[config.mk]
export PLATFORM = sky130hd
export DESIGN_NAME = tsc_scan_ctrl
export DESIGN_NICKNAME = d
export VERILOG_FILES = /design/src/core/tsc_scan_ctrl.v /design/src/core/tsc_edge_sync.v /design/src/core/tsc_window_gate.v
export VERILOG_INCLUDE_DIRS = /design/src /design/src/core
export SDC_FILE = /design/constraint.sdc
export NUM_CORES = 1
export LEC_CHECK = 0
export BUFFER_PORTS_ARGS = -buffer_cell sky130_fd_sc_hd__buf_2
export CAP_MARGIN = 20
export CORE_MARGIN = 5
export CORE_UTILIZATION = 55
export DETAILED_ROUTE_END_ITERATION = 7
export GPL_TIMING_DRIVEN = 0
export PLACE_DENSITY_LB_ADDON = 0.05
export SLEW_MARGIN = 25
export SYNTH_ARGS = -nofsm -noshare
export SYNTH_HDL_FRONTEND = slang
export SYNTH_SLANG_ARGS = --single-unit
[constraint.sdc]
create_clock -name SYS_CLK -period 5.5 [get_ports SYS_CLK]
set_input_delay 0 -clock SYS_CLK [delete_from_list [all_inputs] [get_ports SYS_CLK]]
set_output_delay 0 -clock SYS_CLK [all_outputs]
set_load 0.1 [all_outputs]
[src/core/tsc_defs.vh]
`ifndef TSC_DEFS_VH
`define TSC_DEFS_VH
// ----------------------------------------------------------------
// Register offsets
// ----------------------------------------------------------------
`define TSC_REG_MODE      4'h0
`define TSC_REG_STAGE     4'h1
`define TSC_REG_DIR       4'h2
`define TSC_REG_OFFSET    4'h3
`define TSC_REG_WIDTH     4'h4
`define TSC_REG_TRIG      4'h5
`define TSC_REG_VARIANT   4'h6
`define TSC_REG_STATUS    4'h7
`define TSC_REG_LINES     4'h8
// ----------------------------------------------------------------
// Field values and reset values
// ----------------------------------------------------------------
`define TSC_MODE_TDI      1'b0
`define TSC_MODE_AREA     1'b1
`define TSC_DIR_FWD       2'h0
`define TSC_DIR_REV       2'h1
`define TSC_DIR_EXT       2'h2
`define TSC_TRIG_RISE     2'h0
`define TSC_TRIG_FALL     2'h1
`define TSC_TRIG_BOTH     2'h2
`define TSC_VAR_SMALL     2'h0
`define TSC_VAR_MEDIUM    2'h1
`define TSC_VAR_TALL      2'h2
`define TSC_VAR_HALVED    2'h3
`define TSC_SENSOR_WIDTH  15'h3000
`define TSC_STEP_LSB      4
`define TSC_MIN_WIDTH     15'h0100
`define TSC_RST_STAGE     3'h1
`define TSC_RST_STAGES    9'h040
`define TSC_RST_VARIANT   2'h2
`define TSC_DEF_TAPS      4'h8
`endif

[src/core/tsc_scan_ctrl.v]
// Behaviour
// (RL1) Mode 0 is TDI line scan, mode 1 is area readout.
// (RL2) TDI lines integrate over the configured stage count.
// (RL3) Area frames hold stage-count rows of window width.
// (RL4) Small variant: codes 1..4 give 16, 32, 48, 64 stages.
// (RL5) Medium variant: codes 1..4 give 32, 64, 96, 128 stages.
// (RL6) Tall variant: codes 1..4 give 64, 128, 192, 256 stages.
// (RL7) Halved variant: shown 32..128, performs 16..64 stages.
// (RL8) Direction 0 forward, 1 reverse, 2 from external input.
// (RL9) External direction: low forward, high reverse.
// (RL10) Operator picks direction to match object motion.
// (RL11) Area mode reverse outputs rows vertically flipped.
// (RL12) Only pixels inside the window are sent; others dropped. 10 taps: last beat runs past it unless width divides by 10.
// (RL13) Window runs from offset to offset plus width minus one.
// (RL14) Software keeps offset plus width within sensor width.
// (RL15) Offset starts at zero and moves in 16-pixel steps.
// (RL16) Width at least 256 and a multiple of 16.
// (RL17) Reset gives full-width window at zero offset.
// (RL18) Trigger source respects the tap-dependent line rate limit.
// (RL19) More taps shorten per-line transfer; eight twice four.
// (RL20) Trigger source respects window-width line rate limit.
// (RL21) External trigger on rising, falling or both edges.
// (RL22) Settings take effect only at line or frame boundaries; taps and trigger edge are used straight from the shadow registers.
//
// Design decisions made here: the placing of the registers and strobed register access.
`timescale 1ns/1ps
`default_nettype none
`include "tsc_defs.vh"
module tsc_scan_ctrl
(
   input  wire        SYS_CLK,
   input  wire        RST,
   input  wire [3:0]  ADDR,
   input  wire [15:0] WDATA,
   input  wire        WR,
   input  wire        RD,
   output reg  [15:0] RDATA,
   input  wire        TRIG_IN,
   input  wire        DIR_IN,
   output reg         LINE_START,
   output reg         ROW_VALID,
   output reg  [8:0]  ROW_INDEX,
   output reg  [8:0]  STAGES,
   output reg         SCAN_REVERSE,
   output reg         PIX_VALID,
   output reg  [14:0] PIX_COL,
   output reg         LINE_END,
   output reg         FRAME_END,
   output reg         TRIG_OVERRUN
);
   // ----------------------------------------------------------------
   // Stage decode
   // ----------------------------------------------------------------
   function [8:0] stage_count;
      input [1:0] variant;
      input [2:0] code;
      reg   [8:0] unit;
      begin
         unit = 9'h010;
         case (variant)
            `TSC_VAR_SMALL  : unit = 9'h010; // see RL4
            `TSC_VAR_MEDIUM : unit = 9'h020; // see RL5
            `TSC_VAR_TALL   : unit = 9'h040; // see RL6
            `TSC_VAR_HALVED : unit = 9'h010; // see RL7
            default         : unit = 9'h010;
         endcase
         case (code)
            3'h1    : stage_count = unit;
            3'h2    : stage_count = {unit[7:0], 1'b0};
            3'h3    : stage_count = unit + {unit[7:0], 1'b0};
            3'h4    : stage_count = {unit[6:0], 2'b00};
            default : stage_count = unit;
         endcase
      end
   endfunction

   // ----------------------------------------------------------------
   // Shadow settings, written by software
   // ----------------------------------------------------------------
   reg        sh_mode;
   reg [2:0]  sh_stage;
   reg [1:0]  sh_dir;
   reg [14:0] sh_offset;
   reg [14:0] sh_width;
   reg [1:0]  sh_trig;
   reg [1:0]  sh_variant;
   reg [3:0]  sh_taps;

   // Active settings, loaded at boundaries only
   reg        mode;
   reg [1:0]  dir_sel;
   reg [14:0] offset;
   reg [14:0] width;
   reg [15:0] line_count;
   reg [8:0]  row;
   reg        frame_busy;

   localparam ST_IDLE = 2'h0;
   localparam ST_READ = 2'h1;
   localparam ST_WAIT = 2'h2;
   reg [1:0] state;

   wire trig_lvl;
   wire trig_rise;
   wire trig_fall;
   wire dir_lvl;
   wire gate_busy;
   wire [14:0] gate_col;
   wire gate_valid;
   wire gate_last;

   tsc_edge_sync u_trig
   (
      .clk   (SYS_CLK),
      .rst   (RST),
      .pin   (TRIG_IN),
      .level (trig_lvl),
      .rise  (trig_rise),
      .fall  (trig_fall)
   );

   tsc_edge_sync u_dir
   (
      .clk   (SYS_CLK),
      .rst   (RST),
      .pin   (DIR_IN),
      .level (dir_lvl),
      .rise  (),
      .fall  ()
   );

   reg trig_hit;
   always @*
   begin
      case (sh_trig) // see RL21
         `TSC_TRIG_RISE : trig_hit = trig_rise;
         `TSC_TRIG_FALL : trig_hit = trig_fall;
         `TSC_TRIG_BOTH : trig_hit = trig_rise | trig_fall;
         default        : trig_hit = trig_rise;
      endcase
   end

   reg next_rev;
   always @*
   begin
      case (dir_sel) // see RL8
         `TSC_DIR_FWD : next_rev = 1'b0;
         `TSC_DIR_REV : next_rev = 1'b1;
         `TSC_DIR_EXT : next_rev = dir_lvl; // see RL9
         default      : next_rev = 1'b0;
      endcase
   end

   wire line_go = (state == ST_IDLE) && trig_hit;
   wire at_boundary = (state == ST_IDLE) && !frame_busy;

   tsc_window_gate u_gate
   (
      .clk       (SYS_CLK),
      .rst       (RST),
      .start     (state == ST_READ),
      .offset    (offset),
      .width     (width),
      .taps      (sh_taps), // see RL19
      .busy      (gate_busy),
      .col       (gate_col),
      .pix_valid (gate_valid),
      .last      (gate_last)
   );

   // ----------------------------------------------------------------
   // Register writes
   // ----------------------------------------------------------------
   always @(posedge SYS_CLK)
   begin
      if (RST)
      begin
         sh_mode    <= `TSC_MODE_TDI;
         sh_stage   <= `TSC_RST_STAGE;
         sh_dir     <= `TSC_DIR_FWD;
         sh_offset  <= 15'h0000;          // see RL17
         sh_width   <= `TSC_SENSOR_WIDTH; // see RL17
         sh_trig    <= `TSC_TRIG_RISE;
         sh_variant <= `TSC_RST_VARIANT;
         sh_taps    <= `TSC_DEF_TAPS;
      end
      else if (WR)
      begin
         case (ADDR)
            `TSC_REG_MODE    : sh_mode <= WDATA[0]; // see RL1
            `TSC_REG_STAGE   :
               if (WDATA[2:0] >= 3'h1 && WDATA[2:0] <= 3'h4)
                  sh_stage <= WDATA[2:0];
            `TSC_REG_DIR     :
               if (WDATA[1:0] != 2'h3)
                  sh_dir <= WDATA[1:0];
            // Low four bits dropped: 16-pixel granularity enforced
            `TSC_REG_OFFSET  :
               sh_offset <= {WDATA[14:`TSC_STEP_LSB], 4'h0}; // see RL15
            `TSC_REG_WIDTH   :
               if ({WDATA[14:4], 4'h0} >= `TSC_MIN_WIDTH)
                  sh_width <= {WDATA[14:4], 4'h0}; // see RL16
            `TSC_REG_TRIG    : sh_trig <= WDATA[1:0];
            `TSC_REG_VARIANT : sh_variant <= WDATA[1:0];
            `TSC_REG_STATUS  :
               if (WDATA[11:8] == 4'h2 || WDATA[11:8] == 4'h4
                   || WDATA[11:8] == 4'h8 || WDATA[11:8] == 4'hA)
                  sh_taps <= WDATA[11:8];
            default          : ;
         endcase
      end
   end

   // ----------------------------------------------------------------
   // Line and frame sequencer
   // ----------------------------------------------------------------
   always @(posedge SYS_CLK)
   begin
      if (RST)
      begin
         state        <= ST_IDLE;
         mode         <= `TSC_MODE_TDI;
         dir_sel      <= `TSC_DIR_FWD;
         offset       <= 15'h0000;
         width        <= `TSC_SENSOR_WIDTH;
         STAGES       <= `TSC_RST_STAGES;
         row          <= 9'h000;
         frame_busy   <= 1'b0;
         line_count   <= 16'h0000;
         LINE_START   <= 1'b0;
         ROW_VALID    <= 1'b0;
         ROW_INDEX    <= 9'h000;
         SCAN_REVERSE <= 1'b0;
         PIX_VALID    <= 1'b0;
         PIX_COL      <= 15'h0000;
         LINE_END     <= 1'b0;
         FRAME_END    <= 1'b0;
         TRIG_OVERRUN <= 1'b0;
      end
      else
      begin
         LINE_START <= 1'b0;
         LINE_END   <= gate_last;
         FRAME_END  <= 1'b0;
         PIX_VALID  <= gate_valid; // see RL12
         PIX_COL    <= gate_col;   // see RL13
         if (trig_hit && state != ST_IDLE)
            TRIG_OVERRUN <= 1'b1;
         else if (RD && ADDR == `TSC_REG_STATUS)
            TRIG_OVERRUN <= 1'b0;
         if (at_boundary)
         begin
            mode    <= sh_mode; // see RL22
            dir_sel <= sh_dir;
            offset  <= sh_offset;
            width   <= sh_width;
            STAGES  <= stage_count(sh_variant, sh_stage); // see RL2
         end
         case (state)
            ST_IDLE :
               if (line_go)
               begin
                  state        <= ST_READ;
                  LINE_START   <= 1'b1;
                  SCAN_REVERSE <= next_rev;
                  // Row order from next_rev at frame start, then from the last line's SCAN_REVERSE
                  if (mode == `TSC_MODE_AREA)
                  begin
                     frame_busy <= 1'b1; // see RL3
                     ROW_VALID  <= 1'b1;
                     // Reverse walks rows from STAGES-1 down to 0 for a flip
                     ROW_INDEX  <= (frame_busy ? SCAN_REVERSE : next_rev)
                                   ? STAGES - 9'h001 - row
                                   : row; // see RL11
                  end
                  else
                  begin
                     ROW_VALID <= 1'b0;
                     ROW_INDEX <= 9'h000;
                  end
               end
            ST_READ : state <= ST_WAIT;
            ST_WAIT :
               if (gate_last)
               begin
                  state      <= ST_IDLE;
                  line_count <= line_count + 16'h0001;
                  if (mode == `TSC_MODE_AREA)
                  begin
                     if (row == STAGES - 9'h001)
                     begin
                        row        <= 9'h000;
                        frame_busy <= 1'b0;
                        FRAME_END  <= 1'b1;
                     end
                     else
                        row <= row + 9'h001;
                  end
               end
            default : state <= ST_IDLE;
         endcase
      end
   end

   // ----------------------------------------------------------------
   // Register reads, data one cycle after strobe
   // ----------------------------------------------------------------
   always @(posedge SYS_CLK)
   begin
      if (RST)
         RDATA <= 16'h0000;
      else if (RD)
      begin
         case (ADDR)
            `TSC_REG_MODE    : RDATA <= {15'h0000, sh_mode};
            `TSC_REG_STAGE   : RDATA <= {13'h0000, sh_stage};
            `TSC_REG_DIR     : RDATA <= {14'h0000, sh_dir};
            `TSC_REG_OFFSET  : RDATA <= {1'b0, sh_offset};
            `TSC_REG_WIDTH   : RDATA <= {1'b0, sh_width};
            `TSC_REG_TRIG    : RDATA <= {14'h0000, sh_trig};
            `TSC_REG_VARIANT : RDATA <= {14'h0000, sh_variant};
            `TSC_REG_STATUS  : RDATA <= {4'h0, sh_taps, trig_lvl,
                                         frame_busy, TRIG_OVERRUN,
                                         SCAN_REVERSE, gate_busy,
                                         mode, state};
            `TSC_REG_LINES   : RDATA <= line_count;
            default          : RDATA <= 16'h0000;
         endcase
      end
      else
         RDATA <= 16'h0000;
   end
endmodule // tsc_scan_ctrl
`default_nettype wire

[src/core/tsc_edge_sync.v]
`timescale 1ns/1ps
`default_nettype none
// ----------------------------------------------------------------
// Three-stage synchroniser with agreement and edge pulses
// ----------------------------------------------------------------
module tsc_edge_sync
(
   input  wire clk,
   input  wire rst,
   input  wire pin,
   output reg  level,
   output reg  rise,
   output reg  fall
);
   reg s1;
   reg s2;
   reg s3;
   always @(posedge clk)
   begin
      if (rst)
      begin
         s1    <= 1'b0;
         s2    <= 1'b0;
         s3    <= 1'b0;
         level <= 1'b0;
         rise  <= 1'b0;
         fall  <= 1'b0;
      end
      else
      begin
         s1   <= pin;
         s2   <= s1;
         s3   <= s2;
         rise <= 1'b0;
         fall <= 1'b0;
         // Change counts only once stages two and three agree
         if (s2 == s3 && s3 != level)
         begin
            level <= s3;
            rise  <= s3;
            fall  <= ~s3;
         end
      end
   end
endmodule // tsc_edge_sync
`default_nettype wire

[src/core/tsc_window_gate.v]
`timescale 1ns/1ps
`default_nettype none
`include "tsc_defs.vh"
// ----------------------------------------------------------------
// Horizontal pixel window: beats start in offset..offset+width-1; a 10-tap last beat can pass the end
// ----------------------------------------------------------------
module tsc_window_gate
(
   input  wire        clk,
   input  wire        rst,
   input  wire        start,
   input  wire [14:0] offset,
   input  wire [14:0] width,
   input  wire [3:0]  taps,
   output reg         busy,
   output reg  [14:0] col,
   output reg         pix_valid,
   output reg         last
);
   reg  [14:0] stop;
   reg  [14:0] pos;
   wire [14:0] step = {11'h000, taps};
   always @(posedge clk)
   begin
      if (rst)
      begin
         busy      <= 1'b0;
         col       <= 15'h0000;
         stop      <= 15'h0000;
         pos       <= 15'h0000;
         pix_valid <= 1'b0;
         last      <= 1'b0;
      end
      else
      begin
         pix_valid <= 1'b0;
         last      <= 1'b0;
         if (start && !busy)
         begin
            busy <= 1'b1;
            pos  <= offset;
            stop <= offset + width;
         end
         else if (busy)
         begin
            // One beat carries taps pixels, so more taps finish sooner
            // Column leaves with its own beat, never a step ahead
            pix_valid <= 1'b1;
            col       <= pos;
            if (pos + step >= stop)
            begin
               busy <= 1'b0;
               last <= 1'b1;
            end
            else
               pos <= pos + step;
         end
      end
   end
endmodule // tsc_window_gate
`default_nettype wire

Word-level counts from Yosys, hierarchy flattened:

Cells that the tools add are included.

* order comparisons: 4
* mux-type cells: 33
* equality and inequality tests: 36
* reduce and logical (&&, ||, !) cells: 42
* bitwise operators: 10
* $add $sub $neg: 7

Operators by type and width (count)
* $pmux W16 S9: 1
* $pmux W9 S3: 2
* $mux W15: 3
* $mux W9: 5
* $eq A4 B3 Y1 const B: 5
* $reduce_and A2 Y1: 9
* $add A16 B1 Y16 const B: 1
* $mux W1: 16
* $add A15 B15 Y15: 1
* $add A15 B4 Y15: 1
* $ge A15 B15 Y1: 1
* $ge A15 B9 Y1 const B: 1
* $reduce_and A3 Y1: 5
* $eq A4 B2 Y1 const B: 3
* $eq A4 B4 Y1 const B: 3
* $eq A2 B2 Y1 const B: 5
* $ne A2 B2 Y1 const B: 5
* $reduce_or A2 Y1: 5
* $add A9 B1 Y9 const B: 1
* $add A9 B9 Y9: 1
* $eq A9 B9 Y1: 1
* $not A1 Y1: 9
* $sub A9 B1 Y9 const B: 1
* $sub A9 B9 Y9: 1
* 22 further kinds: 46

* flip-flop bits (word level): 203
* output and inout bits: 56

Longest topological paths before layout:

* depth in word-level cells: 7
* depth in mapped cells: 15
* mapped depth without buffers: 14

Modules after synthesis:

Synthesis repeated with hierarchy kept, for this count alone.

* cell total of the unflattened synthesis: 1139
* area total of the unflattened synthesis: 9825.7 sq um

Modules (own cells, without submodules)
* tsc_scan_ctrl: instances 1, seq. area each 2822.7 sq um, cells an instance 701, area each 6163.4 sq um
* tsc_window_gate: instances 1, seq. area each 960.9 sq um, cells an instance 410, area each 3306.9 sq um
* tsc_edge_sync: instances 2, seq. area each 120.1 sq um, cells an instance 14, area each 177.7 sq um

Least setup slack after synthesis:

OpenSTA, ideal clock, no wires.

* path kind: register to register
* start: register u_gate.pos[0]
* end: register u_gate.pos[5]
* path slack: 1.851 ns
* path buffers: 0
* data required time: 5.378 ns
* library setup time: 0.122 ns
* stages on the path, launching flop included: 15
* arrival: 3.527 ns
* cells stage by stage: dfxtp_1 > ha_1 > inv_1 > fa_1 > or2b_1 > a21oi_1 > nand4_1 > xnor2_1 > ha_1 > nand4_1 > or4_4 > a211oi_4 > nor4_4 > a32o_1 > a221o_1

* word-level cells in the longest chain between the ends: 4
* elaborated cells between the ends (all ways): 7
* those cells by class: add/sub: 1; order compare: 1; eq/ne: 1; mux: 3; reduce/logical: 1

RTL lines
* start: declaration: line tsc_window_gate.v:21 `reg [14:0] pos;`
* start signal: assignment: line tsc_window_gate.v:41 `pos <= offset;`
* start signal: assignment: line tsc_window_gate.v:56 `pos <= pos + step;`
* $add A15 B4 Y15 *: line tsc_window_gate.v:50, tsc_window_gate.v:56
* $ge A15 B15 Y1 or $mux W15 (tied branches): line tsc_window_gate.v:50 `if (pos + step >= stop)`
* $ne A2 B1 Y1 (no line) or $mux W15 (tied branches)
* $reduce_and A2 Y1 (no line) or $mux W15 (tied branches)

Every way passes the cells marked *; elsewhere a longest branch is shown, timed or not. The select of a mux whose other input is x is not followed.
A chain may end at the register's enable or synchronous reset.

Worst setup path after layout:

* start: register sh_taps[0]
* end: register u_gate.pos[3]

* word-level cells in the longest chain between the ends: 4
* elaborated cells between the ends (all ways): 7
* those cells by class: add/sub: 1; order compare: 1; eq/ne: 1; mux: 3; reduce/logical: 1

RTL lines
* start: declaration: line tsc_scan_ctrl.v:87 `reg [3:0] sh_taps;`
* start signal: assignment: line tsc_scan_ctrl.v:185 `` sh_taps <= `TSC_DEF_TAPS; ``
* start signal: assignment: line tsc_scan_ctrl.v:208 `sh_taps <= WDATA[11:8];`
* $add A15 B4 Y15 *: line tsc_window_gate.v:50, tsc_window_gate.v:56
* $ge A15 B15 Y1 or $mux W15 (tied branches): line tsc_window_gate.v:50
* $ne A2 B1 Y1 (no line) or $mux W15 (tied branches)
* $reduce_and A2 Y1 (no line) or $mux W15 (tied branches)

Marked as above.

==> metrics.md <==
| Metric | Value |
|---|---|
| Vias/cell | `5.58` |
| Final hold vios | `0` |
| Post-synth EDFFs | `0` |
| Die Y | `137 um` |
| Critical Path AT | `4.72 ns` |
| Clock Pin Slew Worst Setup and Hold Paths | `0.07 ns` |
| Netlist cell types | `63` |
| Status | `complete, no violations` |
| R2R Path Start | `sh_taps[0]$_SDFFE_PP0P_` |
| Largest net degree at the start of global routing | `17` |
| Worst slew pin tran | `0.901 ns` |
| R2r setup slk | `1.14 ns` |
| Initial core utilization | `56.2%` |
| Met3 Usage GRT | `4.13%` |
| Vias in the first global route | `7112` |
| 1st-pass router iterations | `8` |
| DP Wirelength | `17700 um` |
| Routed wire per std cell | `17.3 um` |
| Setup TNS | `0 ns` |
| Busiest grt layer | `met2` |
| CTS Root Cell | `clkbuf_16` |
| Port bufs | `72` |
| Filler Cell Count | `1441` |
| Placed cell areas | `9580 um2` |
| Capture point of the worst reg-to-reg path | `u_gate.pos[3]$_SDFFE_PP0P_` |
| Layout cell share with drive strength beyond 1 | `9.85%` |
| Chip Width | `137 um` |
| RSZ-0062 raised after global routing | `no` |
| Met2 usage | `42.7%` |
| Die area | `18900 um2` |
| Worst Hold Endpoint | `RDATA[7]$_SDFF_PP0_` |
| Post-synthesis register bit count | `195` |
| Register-to-Register Path Depth | `15` |
| Met1 Use GR | `35.7%` |
| Core Util, Final | `64.9%` |
| Global route total overflow | `0` |
| PnR worst setup slack | `1.14 ns` |
| Mean post-synth cell area | `8.56 um2` |
| Min-delay src | `ADDR[0]` |
| CTS tree | `built` |
| Post-Syn Instances | `1043` |
| Final Cell Area | `10300 um2` |
| Clock H-tree levels | `4` |
| Total CTS buffers | `17` |
| Number of non-filler instances in the completed layout | `1383` |
| Starting DRT DRC Count | `494` |
| Period utilisation layout | `79.3%` |
| First-pass GRT wire length | `38100 um` |
| Post-CTS Resized | `0` |
| Hold WC Path Type | `in -> reg` |
| IO Count | `82` |
| Area delta synth->final | `15.4%` |
| Relative slew slack | `39.5%` |
| Critical path data required time | `5.86 ns` |
| Max-cap violations | `0` |
| P_leak | `3.94 nW` |
| Placer Congestion | `0.882` |
| Max-slew violations | `0` |
| Antenna Cells | `0` |
| Clock buffer depth | `2` |
| Synth area leader | `dfxtp_1` |
| Worst setup path class | `reg -> reg` |
| Crit-path max FO | `10` |
| Placed Cells incl. Taps | `1334` |
| Clock skew | `0.00744 ns` |
| Worst setup SP type | `flip-flop` |
| Top_reg_cell synth | `dfxtp_1` |
| Fmax | `0.229 GHz` |
| Final setup viols | `0` |
| Core area | `15900 um2` |
| Yosys top cell area share | `43.7%` |
| Detailed-route DRC error count | `0` |
| Post-route ant nets | `0` |
| Yosys warning total | `0` |
| Initial antenna violation count | `0` |
| Power Density | `266 nW/um2` |
| Post-synthesis cell area | `8930 um2` |
| Worst-skew pair later-pin latency | `0.43 ns` |
| CP Capture Type | `flip-flop` |
| Clock Sink Count | `195` |
| Routed WL | `23900 um` |
| Nets@finish | `1222` |
| Area of the multi-input gates | `4630 um2` |
| Via count | `7721` |
| Reg area | `3900 um2` |
| Async set-reset flop share out of synthesis | `0%` |
| Hold Path Cell Cnt | `4` |
| Register area share after synthesis | `43.7%` |
| Row cnt | `46` |
| Pre-CTS WS | `1.21 ns` |
| Peak supply drop | `0.000227 V` |
| Min cycle time layout | `4.36 ns` |
| Top post-synthesis cells by area | `dfxtp_1 44%, nand2_1 5.8%, ha_1 5.5%` |
| Total track usage | `26.1%` |
through the flow:
stage               power, W  hold WS [ns]
finish               0.00274        0.0479
CTS                  0.00276        0.0344
global route         0.00283        0.0741
floorplan            0.00154         0.125
detailed placement   0.00158         0.217
global placement     0.00158         0.207
worst max-delay path, stage by stage (launching register included):
cell and delay (ns):
dfxtp_1 0.40, ha_1 0.22, inv_1 0.06, fa_1 0.39, or2b_1 0.25, a21oi_1 0.42
and4_1 0.33, xnor2_1 0.16, ha_1 0.28, a211o_1 0.29, o211ai_1 0.13, a31oi_1 0.20
nor4_4 0.38, clkbuf_1 0.44, nand3_1 0.16, a21oi_1 0.16
layout by cell type, fill, tap and decap left out, types with 5 or more instances in the layout:
cell,n
dfxtp_1,195
nand2_1,138
nor2_1,106
a21oi_1,97
buf_2,74
clkbuf_1,55
inv_1,40
mux2i_1,39
ha_1,39
a22oi_1,36
nand3_1,32
xnor2_1,32
nor2b_1,28
o21ai_0,23
xor2_1,22
nor3_1,20
dlygate4sd3_1,18
clkbuf_16,17
nand2b_1,13
nand3b_1,12
nand4_1,11
and3_1,9
a21o_1,6
buf_1,6
a211oi_1,6
o211ai_1,5
or3_1,5
nor3b_1,5
clkinvlp_4,5
how the worst max path moves through the flow:
stage | startpoint | endpoint | slack [ns] | cells after the start
final | sh_taps[0]$_SDFFE_PP0P_ | u_gate.pos[3]$_SDFFE_PP0P_ | 1.14 | 15
after CTS | sh_taps[0]$_SDFFE_PP0P_ | u_gate.pos[3]$_SDFFE_PP0P_ | 1.18 | 15
after detailed placement | sh_taps[0]$_SDFFE_PP0P_ | u_gate.pos[3]$_SDFFE_PP0P_ | 1.21 | 15
after floorplan | u_gate.pos[0]$_SDFFE_PP0P_ | u_gate.pos[5]$_SDFFE_PP0P_ | 1.85 | 14
after global placement | sh_taps[0]$_SDFFE_PP0P_ | u_gate.pos[12]$_SDFFE_PP0P_ | 1.20 | 15
after global routing | sh_taps[0]$_SDFFE_PP0P_ | u_gate.pos[3]$_SDFFE_PP0P_ | 0.87 | 15
state kept, by name (all words and copies together), names as in the netlist, 9 cells and up:
register / count
PIX_COL: 15
RDATA: 16
ROW_INDEX: 9
line_count: 16
offset: 11
row: 9
sh_offset: 11
sh_width: 11
u_gate.col: 15
u_gate.pos: 15
u_gate.stop: 11
width: 11
per-layer routing:
metal | vias to the layer above | wire, um
li1 | 3809 | -
met1 | 3668 | 10700
met2 | 211 | 11500
met3 | 33 | 1210
met4 | 0 | 480
met5 | - | 0
cell usage after synthesis, types with 5 or more instances:
library cell	count
inv_1	40
o211ai_1	5
dfxtp_1	195
buf_1	6
mux2i_1	39
ha_1	39
or3_1	5
nand4_1	11
nor3_1	20
a211oi_1	6
clkbuf_1	52
xnor2_1	32
and3_1	9
nor3b_1	5
nand2b_1	13
a21oi_1	97
a21o_1	6
nand3_1	32
nand3b_1	12
nor2_1	106
nor2b_1	28
a22oi_1	36
xor2_1	22
nand2_1	138
o21ai_0	23
final cells by class:
cell class / instances / area share, %
Clock buffer: 22 / 4.51
Sequential cell: 195 / 37.9
Inverter: 40 / 1.46
Timing Repair Buffer: 90 / 5.25
Buffer: 64 / 2.50
Tap cell: 216 / 2.62
Multi-Input combinational cell: 747 / 45.0
Clock inverter: 9 / 0.801
cell families after synthesis:
kind of cell,count (synthesis),synth area share (%)
other,1,0.0420
and+or+nand+nor,399,21.3
DFF,195,43.7
buffers and inverters,104,4.57
AOI/OAI and AO/OA,209,14.6
adders and majority gates,41,5.91
muxes,40,4.50
xor gates and xnor gates,54,5.30
where the power goes:
part,internal [W],total [W],switching [W]
sequential,0.00142,0.00143,0.00000729
combinational,0.0000421,0.000136,0.0000940
clock,0.000643,0.00118,0.000539
timing repair:
item | 4_1_cts | 5_1_grt
hold buffers | 18 | 0
buffers inserted | 0 | 0
endpoints found under the hold margin | 36 | 0
(Power assumes the default switching activity.)
